$ cat src/ismo_consts.svh
// Register offsets, field positions, reset values and timing counts
`ifndef ISMO_CONSTS_SVH
`define ISMO_CONSTS_SVH
// Demultiplexed offsets
`define ISMO_DMX_STATUS_OFS  6'h0E
`define ISMO_DMX_MODE_OFS    6'h0F
// Multiplexed offsets
`define ISMO_MUX_STATUS_OFS  6'h1C
`define ISMO_MUX_MODE_OFS_A  6'h1E
`define ISMO_MUX_MODE_OFS_B  6'h3E
// Status and mask field positions
`define ISMO_BIT_TIMER       7
`define ISMO_BIT_SFIFO       6
`define ISMO_BIT_MONDONE     5
`define ISMO_BIT_MONACT      4
`define ISMO_BIT_FSYNC       3
`define ISMO_BIT_MISMATCH    2
`define ISMO_BIT_SWIN        1
`define ISMO_BIT_SOVR        0
// Mode register fields
`define ISMO_MODE_HI         7
`define ISMO_MODE_LO         6
`define ISMO_BANK_BIT        0
// Reset values
`define ISMO_STATUS_RST      8'h00
`define ISMO_MASK_RST        8'h00
`define ISMO_MODE_RST        8'h00
// Access times in half reference clock periods
`define ISMO_HALF_CLR        16'h0200
`define ISMO_HALF_INIT       16'h0005
`define ISMO_HALF_NORM       16'h0013
`define ISMO_HALF_TRI        16'h0816
`define ISMO_HALF_TEST       16'h1012
`endif

$ cat src/ismo_pkg.sv
// Types shared by the interrupt and mode block
package ismo_pkg;
  typedef enum logic [1:0] {
    ISMO_MODE_CLR  = 2'b00,
    ISMO_MODE_TEST = 2'b01,
    ISMO_MODE_INIT = 2'b10,
    ISMO_MODE_NORM = 2'b11
  } ismo_mode_t;

  typedef enum logic [0:0] {
    ISMO_MEM_IDLE = 1'b0,
    ISMO_MEM_BUSY = 1'b1
  } ismo_mem_st_t;

  typedef struct packed {
    logic       rd;
    logic       wr;
    logic [5:0] addr;
    logic [7:0] wdata;
  } ismo_bus_t;
endpackage

$ cat src/ismo_top.sv
// Interrupt status, mask and operation mode block
`timescale 1ns/1ps
`include "ismo_consts.svh"
// What this block does
// Timer expiry sets flag; status read clears
// FIFO flag follows nonempty; read never clears
// Monitor command done sets flag; read clears
// Search hit sets flag; rearm by command
// Frame sync toggle sets flag; read clears
// Mismatch sets flag; rearm after compare read
// Window opening sets flag when channel enabled
// Missed window access sets overrun flag
// Mask bit one suppresses matching source
// Masked events held, shown when unmasked
// Masked FIFO flag visible, no interrupt
// Mask write briefly drops interrupt output
// Mode bits 7:6 select operating mode
// Mode 00 clears memory in 256 cycles
// Mode 10 access within 2.5 cycles
// Mode 11 access 9.5, tristate 1035
// Mode 01 access all locations, 2057
// Host should clear memory after reset
// Host reads status after each interrupt
// Multiplexed offsets 1C, 1E and 3E
// Sync state needs sync and mode bit
// Interrupt when any unmasked flag set
module ismo_top #(
  parameter int HALF_DIV    = 1,
  parameter int TEST_HALVES = `ISMO_HALF_TEST,
  parameter int TRI_HALVES  = `ISMO_HALF_TRI
) (
  // Clock and reset
  input  wire logic              core_clk_i,
  input  wire logic              resetn_i,
  // Register port
  input  wire logic              mux_mode_i,
  input  wire ismo_pkg::ismo_bus_t bus_i,
  output logic [7:0]             rdata_o,
  output logic                   rdata_oe_o,
  // Event sources
  input  wire logic              timer_start_i,
  input  wire logic              timer_gen_i,
  input  wire logic              timer_stop_i,
  input  wire logic              timer_expire_i,
  input  wire logic              sfifo_nonempty_i,
  input  wire logic              mon_done_i,
  input  wire logic              mon_search_cmd_i,
  input  wire logic              mon_found_i,
  input  wire logic              pcm_synced_i,
  input  wire logic              mismatch_i,
  input  wire logic              compare_read_i,
  input  wire logic              chan_a_enable_i,
  input  wire logic              chan_b_enable_i,
  input  wire logic              swin_open_i,
  input  wire logic              swin_close_i,
  input  wire logic              sync_data_access_i,
  // Memory access
  input  wire logic              mem_req_i,
  input  wire logic              mem_tri_init_i,
  output logic                   mem_busy_o,
  output logic                   mem_done_o,
  output logic                   mem_all_loc_o,
  // Status outputs
  output logic                   irq_o,
  output logic                   iface_enable_o,
  output logic                   frame_sync_state_o,
  output logic                   mon_searching_o
);
  // ----------------------------------------
  // Register decode
  // ----------------------------------------
  logic [7:0] mask_q;
  logic [7:0] mode_q;
  logic [7:0] pend_q;
  logic [7:0] set_d;
  logic [7:0] vis_d;
  logic       st_hit;
  logic       md_hit;
  logic       st_rd;
  logic       mask_wr;

  always_comb
  begin
    if (mux_mode_i)
    begin
      st_hit = bus_i.addr == `ISMO_MUX_STATUS_OFS;
      md_hit = bus_i.addr == `ISMO_MUX_MODE_OFS_A ||
               bus_i.addr == `ISMO_MUX_MODE_OFS_B;
    end
    else
    begin
      st_hit = bus_i.addr == `ISMO_DMX_STATUS_OFS && !mode_q[`ISMO_BANK_BIT];
      md_hit = bus_i.addr == `ISMO_DMX_MODE_OFS;
    end
  end

  assign st_rd   = bus_i.rd && st_hit;
  assign mask_wr = bus_i.wr && st_hit;

  // Visible status: masked latches hidden, FIFO level always shown
  always_comb
  begin
    vis_d                = pend_q & ~mask_q;
    vis_d[`ISMO_BIT_SFIFO] = sfifo_nonempty_i;
  end

  always_ff @(posedge core_clk_i)
  begin
    if (!resetn_i)
      rdata_o <= 8'h00;
    else if (bus_i.rd && st_hit)
      rdata_o <= vis_d;
    else if (bus_i.rd && md_hit)
      rdata_o <= mode_q;
    else if (bus_i.rd)
      rdata_o <= 8'h00;
  end

  always_ff @(posedge core_clk_i)
  begin
    if (!resetn_i)
      rdata_oe_o <= 1'b0;
    else
      rdata_oe_o <= bus_i.rd;
  end

  always_ff @(posedge core_clk_i)
  begin
    if (!resetn_i)
      mask_q <= `ISMO_MASK_RST;
    else if (mask_wr)
      mask_q <= bus_i.wdata;
  end

  always_ff @(posedge core_clk_i)
  begin
    if (!resetn_i)
      mode_q <= `ISMO_MODE_RST;
    else if (bus_i.wr && md_hit)
      mode_q <= bus_i.wdata;
  end

  // ----------------------------------------
  // Event sources
  // ----------------------------------------
  logic timer_arm_q;
  logic mis_arm_q;
  logic swin_q;
  logic acc_q;
  logic pss_d;
  logic sync_en;

  assign pss_d   = pcm_synced_i && mode_q[`ISMO_MODE_LO];
  assign sync_en = chan_a_enable_i || chan_b_enable_i;

  always_ff @(posedge core_clk_i)
  begin
    if (!resetn_i)
      timer_arm_q <= 1'b0;
    else if (timer_start_i)
      timer_arm_q <= timer_gen_i;
    else if (timer_stop_i)
      timer_arm_q <= 1'b0;
  end

  always_ff @(posedge core_clk_i)
  begin
    if (!resetn_i)
      mon_searching_o <= 1'b0;
    else if (!mode_q[`ISMO_MODE_LO])
      mon_searching_o <= 1'b0;
    else if (mon_search_cmd_i)
      mon_searching_o <= 1'b1;
    else if (mon_found_i)
      mon_searching_o <= 1'b0;
  end

  always_ff @(posedge core_clk_i)
  begin
    if (!resetn_i)
      frame_sync_state_o <= 1'b0;
    else
      frame_sync_state_o <= pss_d;
  end

  always_ff @(posedge core_clk_i)
  begin
    if (!resetn_i)
      mis_arm_q <= 1'b1;
    else if (mismatch_i && mis_arm_q)
      mis_arm_q <= 1'b0;
    else if (compare_read_i)
      mis_arm_q <= 1'b1;
  end

  always_ff @(posedge core_clk_i)
  begin
    if (!resetn_i)
      swin_q <= 1'b0;
    else if (swin_open_i && sync_en)
      swin_q <= 1'b1;
    else if (swin_close_i)
      swin_q <= 1'b0;
  end

  always_ff @(posedge core_clk_i)
  begin
    if (!resetn_i)
      acc_q <= 1'b0;
    else if (swin_open_i)
      acc_q <= 1'b0;
    else if (swin_q && sync_data_access_i)
      acc_q <= 1'b1;
  end

  always_comb
  begin
    set_d                     = 8'h00;
    set_d[`ISMO_BIT_TIMER]    = timer_expire_i && timer_arm_q;
    set_d[`ISMO_BIT_MONDONE]  = mon_done_i;
    set_d[`ISMO_BIT_MONACT]   = mon_found_i && mon_searching_o;
    set_d[`ISMO_BIT_FSYNC]    = pss_d != frame_sync_state_o;
    set_d[`ISMO_BIT_MISMATCH] = mismatch_i && mis_arm_q;
    set_d[`ISMO_BIT_SWIN]     = swin_open_i && sync_en;
    set_d[`ISMO_BIT_SOVR]     = swin_close_i && swin_q && !acc_q &&
                                !sync_data_access_i;
  end

  // Set wins over read clear; only shown bits are cleared
  always_ff @(posedge core_clk_i)
  begin
    if (!resetn_i)
      pend_q <= `ISMO_STATUS_RST;
    else if (st_rd)
      pend_q <= (pend_q & mask_q) | set_d;
    else
      pend_q <= pend_q | set_d;
  end

  // Masked FIFO flag kept off the line
  always_ff @(posedge core_clk_i)
  begin
    if (!resetn_i)
      irq_o <= 1'b0;
    else if (mask_wr)
      irq_o <= 1'b0;
    else
      irq_o <= |(pend_q & ~mask_q) ||
               (sfifo_nonempty_i && !mask_q[`ISMO_BIT_SFIFO]);
  end

  // ----------------------------------------
  // Memory access timing
  // ----------------------------------------
  ismo_pkg::ismo_mode_t  mode_sel;
  ismo_pkg::ismo_mem_st_t mem_st_q;
  logic [15:0] div_q;
  logic        half_en;
  logic [15:0] cnt_q;
  logic [15:0] load_d;

  assign mode_sel = ismo_pkg::ismo_mode_t'(mode_q[`ISMO_MODE_HI:`ISMO_MODE_LO]);
  assign half_en  = div_q == 16'(HALF_DIV - 1);

  always_ff @(posedge core_clk_i)
  begin
    if (!resetn_i || half_en)
      div_q <= 16'h0000;
    else
      div_q <= div_q + 16'h0001;
  end

  always_comb
  begin
    case (mode_sel)
      ismo_pkg::ISMO_MODE_CLR:  load_d = `ISMO_HALF_CLR;
      ismo_pkg::ISMO_MODE_INIT: load_d = `ISMO_HALF_INIT;
      ismo_pkg::ISMO_MODE_NORM: load_d = mem_tri_init_i ? 16'(TRI_HALVES)
                                                        : `ISMO_HALF_NORM;
      ismo_pkg::ISMO_MODE_TEST: load_d = 16'(TEST_HALVES);
      default:                  load_d = `ISMO_HALF_NORM;
    endcase
  end

  always_ff @(posedge core_clk_i)
  begin
    if (!resetn_i)
    begin
      mem_st_q   <= ismo_pkg::ISMO_MEM_IDLE;
      cnt_q      <= 16'h0000;
      mem_done_o <= 1'b0;
    end
    else
    begin
      mem_done_o <= 1'b0;
      case (mem_st_q)
        ismo_pkg::ISMO_MEM_IDLE:
          if (mem_req_i)
          begin
            mem_st_q <= ismo_pkg::ISMO_MEM_BUSY;
            cnt_q    <= load_d;
          end
        ismo_pkg::ISMO_MEM_BUSY:
          if (half_en && cnt_q == 16'h0001)
          begin
            mem_st_q   <= ismo_pkg::ISMO_MEM_IDLE;
            cnt_q      <= 16'h0000;
            mem_done_o <= 1'b1;
          end
          else if (half_en)
            cnt_q <= cnt_q - 16'h0001;
        default:
          mem_st_q <= ismo_pkg::ISMO_MEM_IDLE;
      endcase
    end
  end

  always_ff @(posedge core_clk_i)
  begin
    if (!resetn_i)
      mem_busy_o <= 1'b0;
    else if (mem_st_q == ismo_pkg::ISMO_MEM_IDLE)
      mem_busy_o <= mem_req_i;
    else
      mem_busy_o <= !(half_en && cnt_q == 16'h0001);
  end

  // Interfaces run in normal and test modes only
  always_ff @(posedge core_clk_i)
  begin
    if (!resetn_i)
    begin
      iface_enable_o <= 1'b0;
      mem_all_loc_o  <= 1'b0;
    end
    else
    begin
      iface_enable_o <= mode_q[`ISMO_MODE_LO];
      mem_all_loc_o  <= mode_sel == ismo_pkg::ISMO_MODE_TEST ||
                        mode_sel == ismo_pkg::ISMO_MODE_CLR;
    end
  end
endmodule // ismo_top

$ cat config.mk
export PLATFORM = sky130hd
export DESIGN_NAME = ismo_top
export DESIGN_NICKNAME = d
export VERILOG_FILES = /design/src/ismo_pkg.sv /design/src/ismo_top.sv
export VERILOG_INCLUDE_DIRS = /design/src /design/src/src
export SDC_FILE = /design/constraint.sdc
export NUM_CORES = 1
export LEC_CHECK = 0
export ABC_AREA = 1
export BUFFER_PORTS_ARGS = -buffer_cell sky130_fd_sc_hd__buf_4
export CAP_MARGIN = 20
export CORE_MARGIN = 2
export CORE_UTILIZATION = 55
export CTS_CLUSTER_SIZE = 12
export DETAILED_ROUTE_END_ITERATION = 7
export GPL_TIMING_DRIVEN = 0
export PLACE_DENSITY = 0.86
export SYNTH_ARGS = -nofsm -noshare
export SYNTH_HDL_FRONTEND = slang
export SYNTH_SLANG_ARGS = --single-unit
$ cat constraint.sdc
create_clock -name core_clk_i -period 2.08 [get_ports core_clk_i]
set_clock_uncertainty 0.05 [all_clocks]
set_input_delay 0 -clock core_clk_i [delete_from_list [all_inputs] [get_ports core_clk_i]]
set_output_delay 0 -clock core_clk_i [all_outputs]
set_load 0.01 [all_outputs]
==> results of run 1 <==
==> critical path: cells and delay by family, from the launching register on <==
family                     cells  cell delay [ns]
and+or+nand+nor                7             0.71
AOI/OAI and AO/OA              1             0.06
buffers and inverters          3             0.30
DFF                            1             0.35
adders and majority gates      1             0.21
==> layout by cell type (no fill, tap or decap), types with 7 or more instances in the layout <==
cell / Yosys / layout
a21oi_1: 43 / 43
nor3_1: 15 / 15
nand2_1: 160 / 160
nor2_1: 80 / 80
nand4_1: 9 / 9
nor2_2: 7 / 7
o21ai_0: 19 / 19
inv_1: 77 / 77
nand3_1: 54 / 54
buf_4: 1 / 50
dlygate4sd3_1: 0 / 22
clkbuf_1: 9 / 9
o21ai_1: 9 / 9
clkbuf_8: 0 / 12
dfxtp_1: 76 / 76
==> power by group through the flow <==
stage / Clock (mW) / Combinational, mW / Sequential [mW]
after floorplan: 0 / 0.420 / 1.59
after global placement: 0 / 0.595 / 1.59
after detailed placement: 0 / 0.615 / 1.59
after CTS: 1.24 / 0.655 / 1.56
after global routing: 1.31 / 0.748 / 1.57
final: 1.24 / 0.669 / 1.56
==> how the worst max path moves through the flow <==
stage / slack, ns / to / depth (start not counted)
after global placement: 0.39 / cnt_q[13]$_SDFFE_PN0P_ / 12
after floorplan: 0.61 / cnt_q[13]$_SDFFE_PN0P_ / 12
final: 0.29 / cnt_q[6]$_SDFFE_PN0P_ / 12
after detailed placement: 0.31 / cnt_q[8]$_SDFFE_PN0P_ / 12
after global routing: 0.05 / cnt_q[8]$_SDFFE_PN0P_ / 12
after CTS: 0.29 / cnt_q[6]$_SDFFE_PN0P_ / 12
==> repair_timing <==
action,4_1_cts,5_1_grt
hold endpoints to repair,25,0
resized for setup,0,0
hold buffers,22,0
==> area by class of cell <==
class                   instances  share of cell area, %
inverters                      83                  6.342
well taps                      99                  2.522
clock buffers                  12                  3.362
plain buffers                  17                  1.936
clock inverters                 4                  1.121
flip-flops and latches         76                  30.97
multi-input cells             434                  41.77
repair buffers                 71                  11.97
==> sequential cells by signal, summed over array words and instances, names as in the netlist <==
signal and cells:
cnt_q 16, mem_st_q 1, frame_sync_state_o 1, mis_arm_q 1, timer_arm_q 1, swin_q 1, rdata_o 8, pend_q 8
irq_o 1, mem_done_o 1, mode_q 8, div_q 16, iface_enable_o 1, rdata_oe_o 1, acc_q 1, mem_all_loc_o 1
mon_searching_o 1, mask_q 8
==> routing by layer <==
metal / vias to the layer above / GRT usage, %
met2: 190 / 47.08
met4: 0 / 10.18
met5: - / 0
met3: 53 / 7.756
li1: 2103 / -
met1: 1923 / 34.69
==> cells by family after synthesis <==
| logic type | Yosys count | share of synthesized area (%) |
|---|---|---|
| flip-flops | 76 | 38.23 |
| XOR/XNOR | 6 | 1.320 |
| adder cells (fa/ha/maj) | 4 | 1.258 |
| buffers and inverters | 100 | 10.22 |
| AND/OR/NAND/NOR | 345 | 38.13 |
| AO/OA/AOI/OAI | 79 | 10.85 |
==> results by group, run 1 <==
Run status
  – Status: complete, but fails checks
  – Failing checks: negative hold slack

Pwr
  – Int Power: 2.432 mW
  – Power per standard cell area: 706.5 nW/um^2
  – Switching power as a share of total power: 29.93%
  – Worst ir drop on vdd: 567.7 uV
  – Leakage: 2.245 nW
  – Switching Power: 1.039 mW
  – Final total power: 3.471 mW
  – Fraction of power consumed by the clock network: 35.7%
  – Proportion of power drawn by flip-flops and latches: 45.0%
  – Logic pwr share: 19.3%

Global routing
  – All-Layer GR Usage: 28.09%
  – Leftover overflow at the end of global routing: 0
  – Wire length of the first global-routing pass: 17.42 mm
  – Vias in the first global route: 3935
  – Pin count of the biggest net entering global routing: 14
  – Number of antenna violations at the first check in global routing: 0

Final layout
  – Number of fill cells: 604
  – Post-route cell area: 4912 um^2
  – Share of layout cells above drive strength 1: 14.92%
  – Area growth from synthesis to layout: 23.42%
  – Number of antenna repair diodes: 0
  – Utilization of the core after routing: 68.83%
  – Number of standard cells in the final layout excluding fillers: 796
  – FF/Latch Area: 1521 um^2
  – Total area of multi-input combinational cells: 2052 um^2
  – Final layout net count: 733

CTS
  – CTS tree: yes
  – Setup fix buffers added after clock tree synthesis: 0
  – Number of clock sinks: 76
  – Maximum buffer depth of the clock tree: 2
  – Clock tree root driver cell: clkbuf_8
  – Clock latency at the later pin of the worst-skew pair: 0.36 ns
  – Clock slew at the register clock pins of the worst setup and hold paths: 0.09 ns
  – CTS H-Tree Depth: 3
  – Inserted Clock Buffers: 9

Routing
  – Routed length per instance: 13.67 um
  – Top layer in use: met4
  – Length of routed met3 wiring: 772 um
  – Routed length on met1: 4.475 mm
  – Detailed-routing iteration count for the pre-antenna-repair pass: 7
  – First-iteration detailed-routing DRC count: 405
  – Remaining routing DRC violations: 0
  – Overall routed net length: 10.89 mm
  – Met2 wire length: 5.266 mm
  – Vias: 4269
  – Post-DRT Antenna Nets: 0
  – Vias per Instance: 5.363

Timing
  – Max Fclk: 557.4 MHz
  – Part of the cycle the worst path needs: 86.26%
  – Final hold slack: -0.0001042 ns
  – Worst-case setup margin in the final layout: 0.2859 ns
  – Worst max-slew margin expressed relative to the limit: 58.78%
  – Min cycle time layout: 1.794 ns
  – Final setup TNS: 0 ns
  – Final setup vio count: 0
  – Setup repair after global routing missed its margin: false
  – Hold violation count in the final report: 1
  – Transition time of the tightest slew-check pin: 0.6183 ns
  – Max-slew violation count: 0

Worst hold path
  – Hold wc startpoint: sync_data_access_i
  – Worst hold stages: 6
  – Min-Delay Endpoint: pend_q[0]$_SDFF_PN0_
  – Worst hold path type: in -> reg

Synthesis
  – Sequential cell area fraction in the yosys report: 38.23%
  – Share of the synthesized area in the top cell type: 38.23%
  – Most common cell in the netlist: nand2_1
  – Number of synthesized flops with an enable pin: 0
  – Post-synthesis average cell area: 6.525 um^2
  – Primary flip-flop cell chosen by synthesis mapping: dfxtp_1
  – YS warnings: 0
  – Proportion of register bits with asynchronous set or reset after synthesis: 0%
  – Cells taking the most area after synthesis: dfxtp_1 (38%), nand2_1 (15%), nor2_1 (7.5%)
  – Post-synth top cells: nand2_1 (160), nor2_1 (80), inv_1 (77)
  – Seq cells post-synth: 76
  – Library cells used by synthesis: 33
  – Cell taking the most area after synthesis: dfxtp_1
  – Post-Synthesis Cell Area: 3980 um^2
  – Number of instances in the synthesized netlist: 610
  – Synthesized netlist net count: 651

Worst setup path
  – List of cells traversed by the critical path: inv_1, ha_1, inv_1, nor2_1, nand2_1, nor2_2, nand3_2, nand2_2, buf_6, nand2_1, nand2_2, a21oi_1
  – Capture instance of the worst register-to-register path: cnt_q[6]$_SDFFE_PN0P_
  – Slowest library cell on the worst path: dfxtp_1
  – Highest net fanout along the worst path: 10
  – Worst reg2reg path startpoint: div_q[0]$_SDFF_PP0_
  – Worst setup SP type: register
  – Worst Path Required: 2.28 ns
  – Kind of critical path: reg -> reg
  – Depth of the most critical reg-to-reg path: 12
  – FF-to-FF setup slack: 0.29 ns
  – Start point of the critical path: div_q[0]$_SDFF_PP0_
  – Critical path capture point type: register
  – Data arrival at the endpoint of the critical path: 1.99 ns
  – Largest incremental delay on the critical path: 0.35 ns

Place
  – Port-buffer cells: 49
  – GP Congestion: 0.8950
  – # placed instances: 758
  – Post-DP Area: 4472 um^2
  – Total half-perimeter wirelength after legalization and detailed placement: 7.550 mm
  – Place WS: 0.3108 ns

Floorplanning
  – Core Rows: 31
  – Horizontal die dimension: 89.07 um
  – Core region area: 7137 um^2
  – Overall die area: 7933 um^2
  – Top Ports: 53
  – Die Height: 89.07 um
  – Initial Utilization: 55.77%

Job
  – Max-capacitance violation count: 0
(Power assumes the default switching activity.)
==> run 2: changes to the inputs <==
--- a/config.mk
+++ b/config.mk
@@ -6,7 +6,6 @@
 export SDC_FILE = /design/constraint.sdc
 export NUM_CORES = 1
 export LEC_CHECK = 0
-export ABC_AREA = 1
 export BUFFER_PORTS_ARGS = -buffer_cell sky130_fd_sc_hd__buf_4
 export CAP_MARGIN = 20
 export CORE_MARGIN = 2
==> run 2 against run 1 <==
The flow finishes with violations (negative setup slack); clock power fell by 8%; critical endpoint is now cnt_q[0]$_SDFFE_PN0P_; highest routed layer unchanged; largest cell class unchanged; power shrank 2.6%; wire length down 1.7%; synthesized area is 12% lower; hold slack improved by 0.034 ns; maximum frequency fell by 18%; largest power group unchanged; final cell count is 25% lower; non-clock buffer count increased by 22.
==> results by group, run 2 <==
Global routing
  – Vias in the first global route: 3501 (was 3935)
  – All-Layer GR Usage: 29.47% (was 28.09%)
  – Global routing usage on met2: 50.11% (was 47.08%)
  – Pin count of the biggest net entering global routing: 15 (was 14)
  – Global route hottest layer: met2 (unchanged)
  – Met1 Usage GRT: 35.19% (was 34.69%)
  – Wire length of the first global-routing pass: 16.60 mm (was 17.42 mm)
  – Number of antenna violations at the first check in global routing: 0 (unchanged)
  – Global routing met3 resource utilization: 4.946% (was 7.756%)
  – Leftover overflow at the end of global routing: 0 (unchanged)

Synthesis
  – Cell taking the most area after synthesis: dfxtp_1 (unchanged)
  – Proportion of register bits with asynchronous set or reset after synthesis: 0% (unchanged)
  – Primary flip-flop cell chosen by synthesis mapping: dfxtp_1 (unchanged)
  – Number of synthesized flops with an enable pin: 0 (unchanged)
  – YS warnings: 0 (unchanged)
  – Share of the synthesized area in the top cell type: 43.51% (was 38.23%)
  – Post-Synthesis Cell Area: 3497 um^2 (was 3980 um^2)
  – Post-synthesis average cell area: 8.488 um^2 (was 6.525 um^2)
  – Sequential cell area fraction in the yosys report: 43.51% (was 38.23%)
  – Cells taking the most area after synthesis: dfxtp_1 (44%), nand2_1 (5.8%), a21oi_1 (5.2%) (was dfxtp_1 (38%), nand2_1 (15%), nor2_1 (7.5%))
  – Most common cell in the netlist: dfxtp_1 (was nand2_1)
  – Seq cells post-synth: 76 (unchanged)
  – Post-synth top cells: dfxtp_1 (76), nand2_1 (54), nor2_1 (43) (was nand2_1 (160), nor2_1 (80), inv_1 (77))
  – Library cells used by synthesis: 61 (was 33)
  – Number of instances in the synthesized netlist: 412 (was 610)
  – Synthesized netlist net count: 453 (was 651)

Routing
  – Overall routed net length: 10.70 mm (was 10.89 mm)
  – Post-DRT Antenna Nets: 0 (unchanged)
  – First-iteration detailed-routing DRC count: 456 (was 405)
  – Remaining routing DRC violations: 0 (unchanged)
  – Detailed-routing iteration count for the pre-antenna-repair pass: 8 (was 7)
  – Vias per Instance: 6.191 (was 5.363)
  – Routed length per instance: 17.95 um (was 13.67 um)
  – Vias: 3690 (was 4269)

Timing
  – Part of the cycle the worst path needs: 105.5% (was 86.26%)
  – Setup repair after global routing missed its margin: true (was false)
  – Transition time of the tightest slew-check pin: 0.6112 ns (was 0.6183 ns)
  – Min cycle time layout: 2.194 ns (was 1.794 ns)
  – Max Fclk: 455.8 MHz (was 557.4 MHz)
  – Hold violation count in the final report: 0 (was 1)
  – Final setup vio count: 17 (was 0)
  – Worst-case setup margin in the final layout: -0.1140 ns (was 0.2859 ns)
  – Final hold slack: 0.03377 ns (was -0.0001042 ns)
  – Worst max-slew margin expressed relative to the limit: 59.25% (was 58.78%)
  – Max-slew violation count: 0 (unchanged)
  – Final setup TNS: -1.129 ns (was 0 ns)

Final layout
  – Largest registers in the final layout: cnt_q (16), div_q (16) (unchanged)
  – Number of fill cells: 440 (was 604)
  – Area growth from synthesis to layout: 33.92% (was 23.42%)
  – Number of standard cells in the final layout excluding fillers: 596 (was 796)
  – Share of layout cells above drive strength 1: 23.12% (was 14.92%)
  – Number of antenna repair diodes: 0 (unchanged)
  – Utilization of the core after routing: 75.04% (was 68.83%)
  – Final layout net count: 555 (was 733)
  – Leading cell type in the layout, fill and taps excluded: dfxtp_1 (was nand2_1)
  – Post-route cell area: 4683 um^2 (was 4912 um^2)
  – Commonest non-fill, non-tap cells in the layout: dfxtp_1 (70), buf_4 (62), nand2_1 (52) (was nand2_1 (160), nor2_1 (80), inv_1 (77))

Place
  – GP Congestion: 0.9243 (was 0.8950)
  – Total half-perimeter wirelength after legalization and detailed placement: 6.138 mm (was 7.550 mm)
  – # placed instances: 538 (was 758)
  – Post-DP Area: 3964 um^2 (was 4472 um^2)
  – Place WS: -0.3152 ns (was 0.3108 ns)
  – Port-buffer cells: 49 (unchanged)

Worst setup path
  – Kind of critical path: reg -> reg (unchanged)
  – Highest net fanout along the worst path: 5 (was 10)
  – Data arrival at the endpoint of the critical path: 2.39 ns (was 1.99 ns)
  – Crit path to: cnt_q[0]$_SDFFE_PN0P_ (was cnt_q[6]$_SDFFE_PN0P_)
  – Depth of the most critical reg-to-reg path: 7 (was 12)
  – Capture instance of the worst register-to-register path: cnt_q[0]$_SDFFE_PN0P_ (was cnt_q[6]$_SDFFE_PN0P_)
  – Worst Path Required: 2.28 ns (about the same)
  – Critical path capture point type: register (unchanged)
  – Start point of the critical path: div_q[0]$_SDFF_PP0_ (unchanged)
  – FF-to-FF setup slack: -0.11 ns (was 0.29 ns)
  – Worst reg2reg path startpoint: div_q[0]$_SDFF_PP0_ (unchanged)
  – Worst setup SP type: register (unchanged)

Run status
  – Failing checks: negative setup slack (was negative hold slack)
  – Status: complete, but fails checks (unchanged)

Floorplanning
  – Horizontal die dimension: 83.74 um (was 89.07 um)
  – Core region area: 6241 um^2 (was 7137 um^2)
  – Initial Utilization: 56.03% (was 55.77%)
  – Core Rows: 29 (was 31)
  – Overall die area: 7012 um^2 (was 7933 um^2)
  – Top Ports: 53 (unchanged)
  – Die Height: 83.74 um (was 89.07 um)

Pwr
  – Power per standard cell area: 722.1 nW/um^2 (was 706.5 nW/um^2)
  – Final total power: 3.382 mW (was 3.471 mW)
  – Leakage: 1.808 nW (was 2.245 nW)
  – Switching Power: 1.002 mW (was 1.039 mW)
  – Logic pwr share: 19.2% (was 19.3%)
  – Worst ir drop on vdd: 565.4 uV (was 567.7 uV)
  – Proportion of power drawn by flip-flops and latches: 47.0% (was 45.0%)
  – Int Power: 2.380 mW (was 2.432 mW)
  – Switching power as a share of total power: 29.63% (was 29.93%)
  – Fraction of power consumed by the clock network: 33.8% (was 35.7%)

CTS
  – Number of clock sinks: 76 (unchanged)
  – Clock tree root driver cell: clkbuf_8 (unchanged)
  – Clock slew at the register clock pins of the worst setup and hold paths: 0.09 ns (about the same)
  – Clock latency at the later pin of the worst-skew pair: 0.36 ns (about the same)
  – Inserted Clock Buffers: 9 (unchanged)
  – CTS H-Tree Depth: 3 (unchanged)
  – Maximum buffer depth of the clock tree: 2 (unchanged)
  – CTS tree: yes (unchanged)

Job
  – Max-capacitance violation count: 0 (unchanged)

Worst hold path
  – Hold wc startpoint: bus_i[14] (was sync_data_access_i)
  – Worst hold path type: in -> reg (unchanged)
-- run 2: cell types whose count changed in the layout (fill, tap and decap cells not counted), sizes merged, moves of 7 or more --
cell         before  now
o21ai            30   14
nand3            59   23
xnor2             0   10
dlygate4sd3      22   32
nand2           165   54
nor2             89   44
nor4              2   11
and3              0    7
inv              84   14
a21oi            44   37
or4               0    7
nor3             17    9
buf              57   68
-- run 2: worst min-delay path by stage --
stage | to | slack [ns] | cells after the start
after floorplan | acc_q$_SDFFE_PP0P_ | 0.03 | 1
after global placement | acc_q$_SDFFE_PP0P_ | 0.13 | 2
after detailed placement | acc_q$_SDFFE_PP0P_ | 0.13 | 2
after CTS | mode_q[7]$_SDFFE_PN0P_ | 0.01 | 3
after global routing | cnt_q[0]$_SDFFE_PN0P_ | 0.06 | 3
final | mode_q[7]$_SDFFE_PN0P_ | 0.03 | 3
-- run 2: final cells by class --
| cell class | count | area [um^2] | share of cell area, % |
|---|---|---|---|
| Buffer | 17 | 108.9 | 2.324 |
| Inverter | 13 | 48.80 | 1.042 |
| Clock inverter | 7 | 75.07 | 1.603 |
| Tap cell | 77 | 96.34 | 2.057 |
| Clock buffer | 9 | 123.9 | 2.645 |
| Timing Repair Buffer | 93 | 782.0 | 16.70 |
| Sequential cell | 76 | 1534 | 32.75 |
| Multi-Input combinational cell | 304 | 1914 | 40.88 |
-- run 2: worst max-delay path: stages, from the launching register on --
cell and delay [ns]:
dfxtp_2 0.34, inv_2 0.08, ha_4 0.14, or3b_4 0.38, or4_4 0.58, o21ai_4 0.19, nor2_2 0.04, o311a_1 0.28
-- run 2: cell families (layout without fill, tap and decap cells) --
kind of cell	Yosys count	after routing	synth area share, %
and+or+nand+nor	190	190	27.84
DFF	76	76	43.51
buffers and inverters	32	139	4.973
xor gates and xnor gates	21	21	5.259
AOI/OAI and AO/OA	89	89	17.00
adders and majority gates	4	4	1.431
-- run 2: repair_timing --
item	CTS	global route
setup endpoints to repair	47	50
setup buffers	11	1
pin swaps	7	9
hold buffers	32	0
gates resized for setup	17	24
hold endpoints to repair	40	0
-- run 2: metal layers --
layer / wire length (um) / vias up
li1: - / 1683
met1: 3931 / 1716
met2: 5283 / 220
met3: 891 / 71
met4: 589 / 0
met5: 0 / -
-- run 2: power groups by stage --
| stage | combinational [mW] | clock (mW) | sequential, mW |
|---|---|---|---|
| 2_1_floorplan | 0.359 | 0 | 1.61 |
| 3_3_place_gp | 0.516 | 0 | 1.61 |
| 3_5_place_dp | 0.526 | 0 | 1.61 |
| 4_1_cts | 0.601 | 1.14 | 1.58 |
| 5_1_grt | 0.702 | 1.22 | 1.60 |
| 6_report | 0.649 | 1.14 | 1.59 |
==> run 3: changes to the inputs <==
--- a/config.mk
+++ b/config.mk
@@ -6,7 +6,7 @@
 export SDC_FILE = /design/constraint.sdc
 export NUM_CORES = 1
 export LEC_CHECK = 0
-export BUFFER_PORTS_ARGS = -buffer_cell sky130_fd_sc_hd__buf_4
+export BUFFER_PORTS_ARGS = -buffer_cell sky130_fd_sc_hd__buf_2
 export CAP_MARGIN = 20
 export CORE_MARGIN = 2
 export CORE_UTILIZATION = 55
==> constraint.sdc (replaced) <==
create_clock -name core_clk_i -period 2.08 [get_ports core_clk_i]
set_clock_uncertainty 0.05 [all_clocks]
set_input_delay 0.312 -clock core_clk_i [delete_from_list [all_inputs] [get_ports core_clk_i]]
set_output_delay 0.312 -clock core_clk_i [all_outputs]
set_load 0.01 [all_outputs]
==> run 3 against run 2 <==
The flow still finishes with violations (negative setup slack); critical path depth stayed put; global-route usage is 4.2 points lower; combinational power is 12% lower; sequential cell count stayed put; register-to-register slack hardly changed; clock power is 20% higher; final cell count is 5.0% lower; wire length is 16% lower; setup slack better by 0.014 ns; critical endpoint is now cnt_q[2]$_SDFFE_PN0P_; largest cell class unchanged; largest power group unchanged.
==> results by group, run 3 (synthesized netlist as in run 2, its figures left out) <==
Final layout
  – Leading cell type in the layout, fill and taps excluded: dfxtp_1 (unchanged)
  – Area growth from synthesis to layout: 22.54% (was 33.92%)
  – Commonest non-fill, non-tap cells in the layout: dfxtp_1 (70), nand2_1 (51), buf_2 (49) (was dfxtp_1 (70), buf_4 (62), nand2_1 (52))
  – Final layout net count: 525 (was 555)
  – Largest registers in the final layout: cnt_q (16), div_q (16) (unchanged)
  – FF/Latch Area: 1536 um^2 (was 1534 um^2)
  – Total area of multi-input combinational cells: 1897 um^2 (was 1914 um^2)
  – Share of layout cells above drive strength 1: 24.95% (was 23.12%)
  – Number of fill cells: 495 (was 440)
  – Utilization of the core after routing: 68.66% (was 75.04%)
  – Number of antenna repair diodes: 0 (unchanged)
  – Post-route cell area: 4285 um^2 (was 4683 um^2)
  – Number of standard cells in the final layout excluding fillers: 566 (was 596)

Global routing
  – Wire length of the first global-routing pass: 14.17 mm (was 16.60 mm)
  – Number of antenna violations at the first check in global routing: 0 (unchanged)
  – Vias in the first global route: 3057 (was 3501)
  – Pin count of the biggest net entering global routing: 15 (unchanged)
  – All-Layer GR Usage: 25.24% (was 29.47%)
  – Leftover overflow at the end of global routing: 0 (unchanged)

Timing
  – Worst-case setup margin in the final layout: -0.09972 ns (was -0.1140 ns)
  – Part of the cycle the worst path needs: 104.8% (was 105.5%)
  – Hold violation count in the final report: 0 (unchanged)
  – Transition time of the tightest slew-check pin: 0.5627 ns (was 0.6112 ns)
  – Max Fclk: 458.8 MHz (was 455.8 MHz)
  – Min cycle time layout: 2.180 ns (was 2.194 ns)
  – Setup repair after global routing missed its margin: true (unchanged)
  – Final setup TNS: -0.3206 ns (was -1.129 ns)
  – Final hold slack: 0.1027 ns (was 0.03377 ns)
  – Worst max-slew margin expressed relative to the limit: 62.49% (was 59.25%)
  – Max-slew violation count: 0 (unchanged)
  – Final setup vio count: 8 (was 17)

Pwr
  – Worst ir drop on vdd: 528.2 uV (was 565.4 uV)
  – Leakage: 1.667 nW (was 1.808 nW)
  – Final total power: 3.528 mW (was 3.382 mW)
  – Power per standard cell area: 823.2 nW/um^2 (was 722.1 nW/um^2)

Place
  – Post-DP Area: 3841 um^2 (was 3964 um^2)
  – # placed instances: 538 (unchanged)
  – Place WS: -0.5003 ns (was -0.3152 ns)
  – Port-buffer cells: 49 (unchanged)
  – GP Congestion: 0.8935 (was 0.9243)
  – Total half-perimeter wirelength after legalization and detailed placement: 6.118 mm (was 6.138 mm)

Worst hold path
  – Worst hold path type: in -> reg (unchanged)
  – Min-Delay Endpoint: acc_q$_SDFFE_PP0P_ (was mode_q[7]$_SDFFE_PN0P_)
  – Hold wc startpoint: swin_open_i (was bus_i[14])
  – Worst hold stages: 2 (was 3)

Routing
  – Overall routed net length: 9.032 mm (was 10.70 mm)
  – First-iteration detailed-routing DRC count: 271 (was 456)
  – Vias per Instance: 6.018 (was 6.191)
  – Routed length per instance: 15.96 um (was 17.95 um)
  – Detailed-routing iteration count for the pre-antenna-repair pass: 6 (was 8)
  – Post-DRT Antenna Nets: 0 (unchanged)
  – Vias: 3406 (was 3690)
  – Remaining routing DRC violations: 0 (unchanged)

Floorplanning
  – Initial Utilization: 56.03% (unchanged)
  – Core Rows: 29 (unchanged)
  – Top Ports: 53 (unchanged)
  – Horizontal die dimension: 83.74 um (unchanged)
  – Core region area: 6241 um^2 (unchanged)
  – Overall die area: 7012 um^2 (unchanged)
  – Die Height: 83.74 um (unchanged)

Worst setup path
  – Data arrival at the endpoint of the critical path: 2.37 ns (was 2.39 ns)
  – Depth of the most critical reg-to-reg path: 7 (unchanged)
  – Kind of critical path: reg -> reg (unchanged)
  – Worst setup SP type: register (unchanged)
  – Highest net fanout along the worst path: 5 (unchanged)
  – Worst Path Required: 2.27 ns (was 2.28 ns)
  – FF-to-FF setup slack: -0.1 ns (was -0.11 ns)
  – Critical path capture point type: register (unchanged)
  – Worst reg2reg path startpoint: div_q[1]$_SDFF_PP0_ (was div_q[0]$_SDFF_PP0_)
  – Capture instance of the worst register-to-register path: cnt_q[2]$_SDFFE_PN0P_ (was cnt_q[0]$_SDFFE_PN0P_)

CTS
  – CTS H-Tree Depth: 3 (unchanged)
  – Maximum buffer depth of the clock tree: 2 (unchanged)
  – Clock slew at the register clock pins of the worst setup and hold paths: 0.08 ns (was 0.09 ns)
  – Clock latency at the later pin of the worst-skew pair: 0.36 ns (about the same)
  – Clock tree root driver cell: clkbuf_8 (unchanged)
  – Inserted Clock Buffers: 9 (unchanged)
  – Number of clock sinks: 76 (unchanged)
  – Hold buffers post-CTS: 0 (was 32)
  – CTS tree: yes (unchanged)

Job
  – Max-capacitance violation count: 0 (unchanged)

Run status
  – Failing checks: negative setup slack (unchanged)
  – Status: complete, but fails checks (unchanged)
==> run 3: changes by cell type in the layout (fill, tap and decap cells not counted), sizes merged <==
| cell | before | now |
|---|---|---|
| bufinv | 1 | 3 |
| buf | 68 | 70 |
| dlygate4sd3 | 32 | 0 |
| clkinvlp | 3 | 2 |
| inv | 14 | 15 |
| clkinv | 2 | 0 |
==> run 3: timing repair <==
| item | 4_1_cts | 5_1_grt |
|---|---|---|
| setup endpoints to repair | 48 | 28 |
| buffers inserted | 14 | 1 |
| pin swaps | 9 | 8 |
| resized for setup | 21 | 18 |
==> run 3: worst max path at each step <==
stage	from	end	cells after the start
3_5_place_dp	bus_i[12]	pend_q[1]$_SDFF_PN0_	6
2_1_floorplan	div_q[4]$_SDFF_PP0_	cnt_q[0]$_SDFFE_PN0P_	6
6_report	div_q[1]$_SDFF_PP0_	cnt_q[2]$_SDFFE_PN0P_	7
4_1_cts	div_q[12]$_SDFF_PP0_	cnt_q[0]$_SDFFE_PN0P_	5
3_3_place_gp	bus_i[12]	pend_q[4]$_SDFF_PN0_	6
5_1_grt	div_q[1]$_SDFF_PP0_	cnt_q[2]$_SDFFE_PN0P_	7
==> run 3: area by class of cell <==
type | count | area share, %
Buffer | 16 | 2.307
Clock buffer | 9 | 2.891
Clock inverter | 7 | 2.861
Inverter | 13 | 1.139
Multi-Input combinational cell | 304 | 44.26
Sequential cell | 76 | 35.85
Tap cell | 77 | 2.248
Timing Repair Buffer | 64 | 8.438
==> run 3: critical path, stage by stage, from the launching register on <==
cell	delay (ns)
dfxtp_2	0.33
inv_2	0.07
ha_4	0.14
or3b_4	0.37
or4_4	0.59
o21a_1	0.25
a31oi_1	0.16
o32ai_1	0.11
==> run 3: where the power goes <==
part | switching, mW | internal, mW
combinational | 0.326 | 0.246
clock | 0.564 | 0.804
sequential | 0.0712 | 1.52
total | 0.961 | 2.57
==> run 3: metal layers <==
layer  up-vias  share of wire, %  GRT usage (%)
li1       1618                 -              -
met1      1581                39          30.35
met2       182                50          43.56
met3        25               7.8          4.946
met4         0               2.6          11.29
met5         -                 0              0
